$ cat config.mk
export PLATFORM = sky130hd
export DESIGN_NAME = cac_alert_config
export DESIGN_NICKNAME = d
export VERILOG_FILES = /design/src/logic/cac_pkg.sv /design/src/logic/cac_alert_config.sv /design/src/logic/cac_deglitch.sv
export SDC_FILE = /design/constraint.sdc
export NUM_CORES = 1
export LEC_CHECK = 0
export ABC_AREA = 1
export BUFFER_PORTS_ARGS = -buffer_cell sky130_fd_sc_hd__buf_2
export CORE_ASPECT_RATIO = 1.1
export CORE_MARGIN = 1.5
export CORE_UTILIZATION = 55
export CTS_CLUSTER_SIZE = 14
export DETAILED_ROUTE_END_ITERATION = 6
export PLACE_DENSITY = 0.84
export SYNTH_ARGS = -nofsm -noshare
export SYNTH_HDL_FRONTEND = slang
export SYNTH_SLANG_ARGS = --single-unit
$ cat constraint.sdc
create_clock -name i_mclk -period 22 [get_ports i_mclk]
set_clock_uncertainty 0.15 [all_clocks]
set_input_delay 3.3 -clock i_mclk [delete_from_list [all_inputs] [get_ports i_mclk]]
set_output_delay 3.3 -clock i_mclk [all_outputs]
set_load 0.02 [all_outputs]
$ cat src/logic/cac_pkg.sv
// Package: offsets, fields, reset values and timing for the alert config block
package cac_pkg;

	// ------------------------------------------------------------
	// Clock and timing
	// ------------------------------------------------------------
	localparam int CLK_MHZ          = 200;
	localparam int T_CRIT_00_US     = 15;
	localparam int T_CRIT_01_US     = 100;
	localparam int T_CRIT_10_US     = 400;
	localparam int T_CRIT_11_US     = 800;
	localparam int T_UV_US          = 20;
	localparam int T_PW_00_US       = 100;
	localparam int T_PW_01_MS       = 1;
	localparam int T_PW_10_MS       = 10;
	localparam int T_PW_11_MS       = 5;
	localparam int CYC_CRIT_00      = T_CRIT_00_US * CLK_MHZ;
	localparam int CYC_CRIT_01      = T_CRIT_01_US * CLK_MHZ;
	localparam int CYC_CRIT_10      = T_CRIT_10_US * CLK_MHZ;
	localparam int CYC_CRIT_11      = T_CRIT_11_US * CLK_MHZ;
	localparam int CYC_UV           = T_UV_US * CLK_MHZ;
	localparam int CYC_PW_00        = T_PW_00_US * CLK_MHZ;
	localparam int CYC_PW_01        = T_PW_01_MS * 1000 * CLK_MHZ;
	localparam int CYC_PW_10        = T_PW_10_MS * 1000 * CLK_MHZ;
	localparam int CYC_PW_11        = T_PW_11_MS * 1000 * CLK_MHZ;
	localparam int CNT_W            = 22;

	// ------------------------------------------------------------
	// Register map
	// ------------------------------------------------------------
	localparam logic [7:0]  ADDR_CHARGER_OPTION_C = 8'h32;
	localparam logic [7:0]  ADDR_ALERT_OPTION_A   = 8'h33;
	localparam logic [15:0] RST_CHARGER_OPTION_C  = 16'h0000;
	localparam logic [15:0] RST_ALERT_OPTION_A    = 16'h4A54;

	// Charger option fields
	localparam int POS_HIGHZ_EN     = 15;
	localparam int POS_DEFAULTS_RST = 14;
	localparam int POS_VIN_REMEAS   = 13;
	localparam int POS_OPT_EN       = 11;
	localparam int POS_BAT_OFF_HIZ  = 1;

	// Alert option fields
	localparam int POS_OC2_LSB      = 11;
	localparam int POS_CRIT_FLT_LSB = 9;
	localparam int POS_UV_LVL_LSB   = 6;
	localparam int POS_STRETCH_EN   = 5;
	localparam int POS_PW_LSB       = 3;
	localparam int POS_PULSE_CLR    = 2;

	// Overcurrent code map
	localparam logic [4:0] OC2_LIN_LAST  = 5'h19;
	localparam logic [4:0] OC2_STEP_BASE = 5'h1A;
	localparam logic [4:0] OC2_OUT_RANGE = 5'h1F;
	localparam int OC2_LIN_OFFSET_PCT    = 105;
	localparam int OC2_LIN_STEP_PCT      = 5;
	localparam int OC2_HI_BASE_PCT       = 250;
	localparam int OC2_HI_STEP_PCT       = 50;
	localparam int CRIT_PCT              = 110;

	// Undervoltage thresholds, millivolts
	localparam logic [15:0] UV_MULTI_MV_0 = 16'h1676;
	localparam logic [15:0] UV_MULTI_MV_1 = 16'h1770;
	localparam logic [15:0] UV_MULTI_MV_2 = 16'h186A;
	localparam logic [15:0] UV_MULTI_MV_3 = 16'h1964;
	localparam logic [15:0] UV_ONE_MV_0   = 16'h0B22;
	localparam logic [15:0] UV_ONE_MV_1   = 16'h0C1C;
	localparam logic [15:0] UV_ONE_MV_2   = 16'h0D16;
	localparam logic [15:0] UV_ONE_MV_3   = 16'h0E10;

	// ------------------------------------------------------------
	// Types
	// ------------------------------------------------------------
	typedef enum logic [1:0] {
		ALERT_IDLE    = 2'b00,
		ALERT_TIMED   = 2'b01,
		ALERT_STRETCH = 2'b10
	} cac_alert_st_t;

	typedef struct packed {
		logic [15:0] charger_option_reg_c;
		logic [15:0] throttle_alert_option_a;
		logic [15:0] rd_data;
		cac_alert_st_t     alert_st;
		logic [CNT_W-1:0]  width_cnt;
	} cac_state_t;

	typedef struct packed {
		logic [15:0] input_current;
		logic [15:0] current_limit;
		logic [15:0] system_mv;
		logic        one_cell;
	} cac_sense_t;

	typedef struct packed {
		logic high_impedance;
		logic battery_switch_on;
		logic optimizer_enable;
		logic converter_enable;
		logic defaults_reset;
	} cac_ctrl_t;

	typedef struct packed {
		logic             active;
		logic [CNT_W-1:0] cnt;
	} cac_dg_state_t;

endpackage

$ cat src/logic/cac_alert_config.sv
// Charger option and throttle-alert option registers with alert generation
//
// Function
// - High-impedance enable bit enters low-power mode
// - Defaults-reset bit restores registers, then self-clears
// - Remeasure bit stops converter until measurement done
// - Optimizer enable bit switches current optimizer
// - Battery switch off in high-impedance when set
// - Codes 1..25 map 110..230 percent, 5 steps
// - Codes 26..30 map 250..450 percent; 31 ignored
// - Overcurrent level resets to code 01001
// - Critical threshold is 110 percent of level
// - Critical filter selects 15/100/400/800 us
// - Undervoltage qualified by fixed 20 us filter
// - Undervoltage level selects per-cell-count thresholds
// - Stretch holds alert low until clear written
// - Pulse width selects minimum alert low time
// - Registers reset to 0000h and 4A54h
// - Writing clear 0 ends pulse; 1 idles
`timescale 1ns/1ps
module cac_alert_config
	import cac_pkg::*;
#(
	parameter int CYC_CRIT_0 = CYC_CRIT_00, // Critical filter, code 00
	parameter int CYC_CRIT_1 = CYC_CRIT_01, // Critical filter, code 01
	parameter int CYC_CRIT_2 = CYC_CRIT_10, // Critical filter, code 10
	parameter int CYC_CRIT_3 = CYC_CRIT_11, // Critical filter, code 11
	parameter int CYC_PW_0   = CYC_PW_00,   // Pulse width, code 00
	parameter int CYC_PW_1   = CYC_PW_01,   // Pulse width, code 01
	parameter int CYC_PW_2   = CYC_PW_10,   // Pulse width, code 10
	parameter int CYC_PW_3   = CYC_PW_11    // Pulse width, code 11
)(
	input  wire logic        i_mclk,           // Core clock, 200 MHz
	input  wire logic        i_reset_n,        // Async reset, active low
	input  wire logic        i_clk_en,         // Freezes state when low
	input  wire logic        i_wr_en,          // Register write strobe
	input  wire logic        i_rd_en,          // Register read strobe
	input  wire logic [7:0]  i_cmd,            // Register command code
	input  wire logic [15:0] i_wr_data,        // Write word
	output logic      [15:0] o_rd_data,        // Read word, registered
	input  wire logic        i_vin_meas_done,  // Input limit measurement done
	input  wire cac_sense_t  i_sense,          // Measured current and voltage
	output cac_ctrl_t        o_ctrl,           // Mode controls
	output logic             o_throttle_alert_n // Throttle alert, active low
);

	// ------------------------------------------------------------
	// Functions
	// ------------------------------------------------------------
	function automatic logic [8:0] oc2_pct(input logic [4:0] code);
		logic [8:0] pct;
		pct = 9'h000;
		if (code == 5'h00 || code == OC2_OUT_RANGE) begin
			pct = 9'h000;
		end else if (code <= OC2_LIN_LAST) begin
			pct = 9'(OC2_LIN_OFFSET_PCT + OC2_LIN_STEP_PCT * int'(code));
		end else begin
			pct = 9'(OC2_HI_BASE_PCT + OC2_HI_STEP_PCT * int'(code - OC2_STEP_BASE));
		end
		return pct;
	endfunction

	function automatic logic [CNT_W-1:0] sel4(input logic [1:0] code, input int c0,
		input int c1, input int c2, input int c3);
		logic [CNT_W-1:0] r;
		r = CNT_W'(c0);
		case (code)
			2'b00: r = CNT_W'(c0);
			2'b01: r = CNT_W'(c1);
			2'b10: r = CNT_W'(c2);
			default: r = CNT_W'(c3);
		endcase
		return r;
	endfunction

	// ------------------------------------------------------------
	// State
	// ------------------------------------------------------------
	cac_state_t st_r;
	cac_state_t st_nxt;

	logic [15:0]      opt_c;
	logic [15:0]      opt_a;
	logic [4:0]       oc2_code;
	logic [8:0]       oc2_level;
	logic [31:0]      meas_scaled;
	logic [31:0]      crit_scaled;
	logic             crit_raw;
	logic             crit_ok;
	logic [15:0]      uv_mv;
	logic             uv_raw;
	logic             uv_ok;
	logic             trigger;
	logic [CNT_W-1:0] crit_cycles;
	logic [CNT_W-1:0] pulse_cycles;
	logic             wr_c;
	logic             wr_a;
	logic             clr_write;

	assign opt_c = st_r.charger_option_reg_c;
	assign opt_a = st_r.throttle_alert_option_a;

	// ------------------------------------------------------------
	// Trigger conditions
	// ------------------------------------------------------------
	assign oc2_code  = opt_a[POS_OC2_LSB +: 5];
	assign oc2_level = oc2_pct(oc2_code);

	// Current x 1000 against limit x level x 11: critical at 110% of level
	assign meas_scaled = 32'(i_sense.input_current) * 32'd1000;
	assign crit_scaled = 32'(i_sense.current_limit) * 32'(oc2_level) * 32'(CRIT_PCT / 10);
	assign crit_raw    = (oc2_level != 9'h000) && (meas_scaled > crit_scaled);

	assign crit_cycles = sel4(opt_a[POS_CRIT_FLT_LSB +: 2],
		CYC_CRIT_0, CYC_CRIT_1, CYC_CRIT_2, CYC_CRIT_3);

	cac_deglitch u_crit_filter (
		.i_mclk      (i_mclk),
		.i_reset_n   (i_reset_n),
		.i_clk_en    (i_clk_en),
		.i_level     (crit_raw),
		.i_count     (crit_cycles),
		.o_qualified (crit_ok)
	);

	always_comb begin
		uv_mv = UV_MULTI_MV_1;
		case (opt_a[POS_UV_LVL_LSB +: 2])
			2'b00: uv_mv = i_sense.one_cell ? UV_ONE_MV_0 : UV_MULTI_MV_0;
			2'b01: uv_mv = i_sense.one_cell ? UV_ONE_MV_1 : UV_MULTI_MV_1;
			2'b10: uv_mv = i_sense.one_cell ? UV_ONE_MV_2 : UV_MULTI_MV_2;
			default: uv_mv = i_sense.one_cell ? UV_ONE_MV_3 : UV_MULTI_MV_3;
		endcase
	end

	assign uv_raw = i_sense.system_mv < uv_mv;

	cac_deglitch u_uv_filter (
		.i_mclk      (i_mclk),
		.i_reset_n   (i_reset_n),
		.i_clk_en    (i_clk_en),
		.i_level     (uv_raw),
		.i_count     (CNT_W'(CYC_UV)),
		.o_qualified (uv_ok)
	);

	assign trigger = crit_ok | uv_ok;

	assign pulse_cycles = sel4(opt_a[POS_PW_LSB +: 2],
		CYC_PW_0, CYC_PW_1, CYC_PW_2, CYC_PW_3);

	// ------------------------------------------------------------
	// Register writes and alert sequencing
	// ------------------------------------------------------------
	assign wr_c      = i_wr_en && (i_cmd == ADDR_CHARGER_OPTION_C);
	assign wr_a      = i_wr_en && (i_cmd == ADDR_ALERT_OPTION_A);
	assign clr_write = wr_a && !i_wr_data[POS_PULSE_CLR];

	always_comb begin
		st_nxt = st_r;

		// Whole words stored, reserved bits included
		if (wr_c) begin
			st_nxt.charger_option_reg_c = i_wr_data;
		end else if (wr_a) begin
			st_nxt.throttle_alert_option_a = i_wr_data;
		end

		// Measurement finished: bit drops, converter restarts unless high impedance is enabled
		if (st_r.charger_option_reg_c[POS_VIN_REMEAS] && i_vin_meas_done && !wr_c) begin
			st_nxt.charger_option_reg_c[POS_VIN_REMEAS] = 1'b0;
		end

		// Clear is a command; the bit returns to idle
		if (clr_write) begin
			st_nxt.throttle_alert_option_a[POS_PULSE_CLR] = 1'b1;
		end

		case (st_r.alert_st)
			ALERT_IDLE: begin
				if (trigger) begin
					st_nxt.width_cnt = '0;
					st_nxt.alert_st  = opt_a[POS_STRETCH_EN] ? ALERT_STRETCH : ALERT_TIMED;
				end
			end
			ALERT_TIMED: begin
				if (clr_write) begin
					st_nxt.alert_st = ALERT_IDLE;
				end else if (st_r.width_cnt + CNT_W'(1) < pulse_cycles) begin
					st_nxt.width_cnt = st_r.width_cnt + CNT_W'(1);
				end else if (!trigger) begin
					st_nxt.alert_st = ALERT_IDLE;
				end
			end
			ALERT_STRETCH: begin
				if (clr_write) begin
					st_nxt.alert_st = ALERT_IDLE;
				end
			end
			default: begin
				st_nxt.alert_st = ALERT_IDLE;
			end
		endcase

		// Read data
		if (i_rd_en) begin
			if (i_cmd == ADDR_CHARGER_OPTION_C) begin
				st_nxt.rd_data = st_r.charger_option_reg_c;
			end else if (i_cmd == ADDR_ALERT_OPTION_A) begin
				st_nxt.rd_data = st_r.throttle_alert_option_a;
			end else begin
				st_nxt.rd_data = 16'h0000;
			end
		end

		// Defaults reset: both words back to reset values, bit self-clears
		if (wr_c && i_wr_data[POS_DEFAULTS_RST]) begin
			st_nxt.charger_option_reg_c    = RST_CHARGER_OPTION_C;
			st_nxt.throttle_alert_option_a = RST_ALERT_OPTION_A;
		end
	end

	always_ff @(posedge i_mclk or negedge i_reset_n) begin
		if (!i_reset_n) begin
			st_r.charger_option_reg_c    <= RST_CHARGER_OPTION_C;
			st_r.throttle_alert_option_a <= RST_ALERT_OPTION_A;
			st_r.rd_data                 <= 16'h0000;
			st_r.alert_st                <= ALERT_IDLE;
			st_r.width_cnt               <= '0;
		end else if (i_clk_en) begin
			st_r <= st_nxt;
		end
	end

	// ------------------------------------------------------------
	// Outputs
	// ------------------------------------------------------------
	assign o_rd_data                = st_r.rd_data;
	assign o_ctrl.high_impedance    = opt_c[POS_HIGHZ_EN];
	assign o_ctrl.battery_switch_on = !(opt_c[POS_HIGHZ_EN] && opt_c[POS_BAT_OFF_HIZ]);
	assign o_ctrl.optimizer_enable  = opt_c[POS_OPT_EN];
	assign o_ctrl.converter_enable  = !opt_c[POS_VIN_REMEAS] && !opt_c[POS_HIGHZ_EN];
	assign o_ctrl.defaults_reset    = wr_c && i_wr_data[POS_DEFAULTS_RST];
	assign o_throttle_alert_n       = (st_r.alert_st == ALERT_IDLE);

endmodule

$ cat src/logic/cac_deglitch.sv
// Deglitch filter: output rises after input has been high for a set count
`timescale 1ns/1ps
module cac_deglitch
	import cac_pkg::*;
(
	input  wire logic             i_mclk,     // Core clock
	input  wire logic             i_reset_n,  // Async reset, active low
	input  wire logic             i_clk_en,   // Freezes state when low
	input  wire logic             i_level,    // Raw condition
	input  wire logic [CNT_W-1:0] i_count,    // Cycles to qualify
	output logic                  o_qualified // Deglitched condition
);

	cac_dg_state_t st_r;
	cac_dg_state_t st_nxt;

	always_comb begin
		st_nxt = st_r;
		if (!i_level) begin
			st_nxt.cnt    = '0;
			st_nxt.active = 1'b0;
		end else if (st_r.cnt + CNT_W'(1) >= i_count) begin
			st_nxt.active = 1'b1;
		end else begin
			st_nxt.cnt = st_r.cnt + CNT_W'(1);
		end
	end

	always_ff @(posedge i_mclk or negedge i_reset_n) begin
		if (!i_reset_n) begin
			st_r <= '0;
		end else if (i_clk_en) begin
			st_r <= st_nxt;
		end
	end

	assign o_qualified = st_r.active;

endmodule

==> reports/metrics.csv <==
metric;value;unit
status;finished, final reports clean;
Final setup violation count;0;
DR iter-0 viols;1071;
critical path capture point type;flop;
MaxCap Viol Count;0;
Pre-antenna DRT Iters;6;
Setup crit start kind;flop;
global-route wire length before repair;70800;um
site row count;69;
top_reg_cell synth;dfrtp_1;
slowest CP cell;dfrtp_1;
max incr delay on CP;0.56;ns
dpl ws;9.20;ns
top-area cell type share of the netlist area;0.194;
synthesis-to-layout area growth;7.41;%
Die Area;34500;um^2
Post-synth EDFFs;0;
I/O Buffers;99;
RSZ-0062 raised after global routing;false;
post-route clock period utilization;0.584;
IO Pins;101;
# DRC;0;
layout cell share with drive strength beyond 1;0.0755;
Die Wd;177;um
Die Span Y;195;um
DP HPWL;33200;um
register area share after synthesis;0.161;
vias in the first global route;15800;
Cells after Synth;2386;
highest net fanout along the worst path;19;
CP Class;reg2reg;
final hold violations;0;
Core Area;32500;um^2
mean post-synth cell area;7.69;um^2
clock slew at reported path FFs;0.06;ns
delay-heaviest family, CP;adder cells;
Antenna Nets Post-Route;0;
Remaining Overflow, GRT;0;
initial antenna violation count;0;
Synth cell types;52;
CP arrival;13.04;ns
FF+latch count, synth;118;
Buf/Inv on CP;7;
Pins Over Slew Limit;0;
most common cell in the netlist;inv_1;
Root Buffer;clkbuf_16;
HP Class;reg2reg;
worst skew pair latency;0.43;ns
CTS Hold Buffers Added;0;
vias post-DR;15500;
Syn Nets;2892;
Synth async-reset ratio;1.00;
PnR worst setup slack;9.16;ns
Routed WL;40500;um
GRT Total Usage;0.245;
worst path required time;22.20;ns
Yosys Warn Count;0;
CTS Buffer Depth;2;
fmax;0.0779;GHz
CTS tree;built;
WL per Instance;14.0;um
fin nets;2955;
Netlist Area Pre-Place;18400;um^2
Worst-Margin Slew;1.19;ns
Post-CTS Setup Bufs;0;
vias per inst;5.38;
relative slew slack;0.207;
cell mode on critical path;nand2_1;
setup TNS;0;ns
pin count of the biggest net entering global routing;67;
Clock Sinks;118;
post-layout minimum cycle time;12.84;ns
Starting Density;0.564;
Max H-tree Level;4;
post_cts resized;0;
clock buffer count from CTS;17;
Post-synth top cells;inv_1, nand2_1, ha_1, nor2_1, fa_1;
gpl congestion;0.927;
Ant. Diodes;0;
Area contributors post-synth;fa_1, ha_1, dfrtp_1, inv_1, nand2_1;
area leader, netlist;fa_1;
layout make-up:
type	count	area (um^2)
Multi-Input combinational cell	1732	13300
Fill cell	2738	12800
Sequential cell	118	2960
Inverter	479	1800
Tap cell	426	533
Timing Repair Buffer	101	513
Clock buffer	18	439
Clock inverter	14	210
worst reg2reg max path, delay by kind of cell (launching register included):
family,cells,cell delay [ns]
AOI/OAI and AO/OA,12,2.29
xor gates and xnor gates,3,0.64
adders and majority gates,15,5.61
buffers and inverters,7,0.69
DFF,1,0.56
and+or+nand+nor,20,2.83
layout by cell type, fill, tap and decap left out, types with 3 or more instances in the layout:
master / instances
inv_1: 473
nand2_1: 461
ha_1: 249
nor2_1: 229
fa_1: 178
dfrtp_1: 112
nand3_1: 107
buf_2: 98
a21oi_1: 97
xor2_1: 80
o21ai_0: 60
xnor2_1: 47
nand4_1: 29
nor3_1: 24
o22ai_1: 19
clkbuf_16: 17
o21ai_1: 16
o21a_1: 14
o21bai_1: 13
o221ai_1: 13
a31oi_1: 11
nand3_2: 10
nor2_2: 9
or2_2: 8
o211ai_1: 7
a21o_1: 6
nor4_1: 6
inv_6: 6
dfstp_2: 6
inv_2: 5
a211oi_1: 5
a21boi_0: 5
nor3_2: 5
nand2_2: 4
nor3b_1: 4
bufinv_16: 4
clkinv_4: 3
buf_4: 3
registers in the layout, summed over array words and instances (netlist names):
signal                     count
o_rd_data                     16
opt_a                         16
opt_c                         16
st_r                          24
u_crit_filter.o_qualified      1
u_crit_filter.st_r            22
u_uv_filter.o_qualified        1
u_uv_filter.st_r              22
worst paths after layout:
check / start / endpoint / slack, ns / cells after the start
max: opt_a[12] / u_crit_filter.st_r[19] / 9.16 / 57
min: o_rd_data[10] / o_rd_data[10] / 0.34 / 1
max reg2reg: opt_a[12] / u_crit_filter.st_r[19] / 9.16 / 57
min reg2reg: o_rd_data[10] / o_rd_data[10] / 0.34 / 1
max in group asynchronous: i_reset_n / u_crit_filter.st_r[12] / 17.66 / 2
min in group asynchronous: i_reset_n / u_uv_filter.st_r[4] / 2.76 / 1
stage by stage:
| step | hold WS (ns) | utilization | std cells | instance area, um^2 |
|---|---|---|---|---|
| 6_report | 0.339 | 0.606 | 2888 | 19700 |
| 2_1_floorplan | 0.299 | - | 2386 | 18400 |
| 4_1_cts | 0.337 | 0.606 | 2888 | 19700 |
| 3_3_place_gp | 0.311 | 0.586 | 2856 | 19100 |
| 5_1_grt | 0.372 | 0.606 | 2888 | 19700 |
| 3_5_place_dp | 0.322 | 0.586 | 2856 | 19100 |
cell families (layout without fill, tap and decap cells):
logic type / count (synthesis) / count (layout) / synth area share
buffers and inverters: 536 / 612 / 0.116
DFF: 118 / 118 / 0.161
xor gates and xnor gates: 127 / 127 / 0.0606
adders and majority gates: 427 / 427 / 0.364
and+or+nand+nor: 906 / 906 / 0.211
AOI/OAI and AO/OA: 272 / 272 / 0.0869
routing by layer:
layer | part of all wire | vias up | GRT usage | wire length (um)
li1 | - | 7624 | - | -
met1 | 0.44 | 7415 | 0.325 | 17800
met2 | 0.50 | 409 | 0.418 | 20100
met3 | 0.042 | 85 | 0.0243 | 1700
met4 | 0.022 | 0 | 0.0829 | 908
met5 | 0 | - | 0 | 0
Power is left out: the tool's default activity adds up to more than one toggle a clock period on the data nets, which glitch-free logic cannot reach.
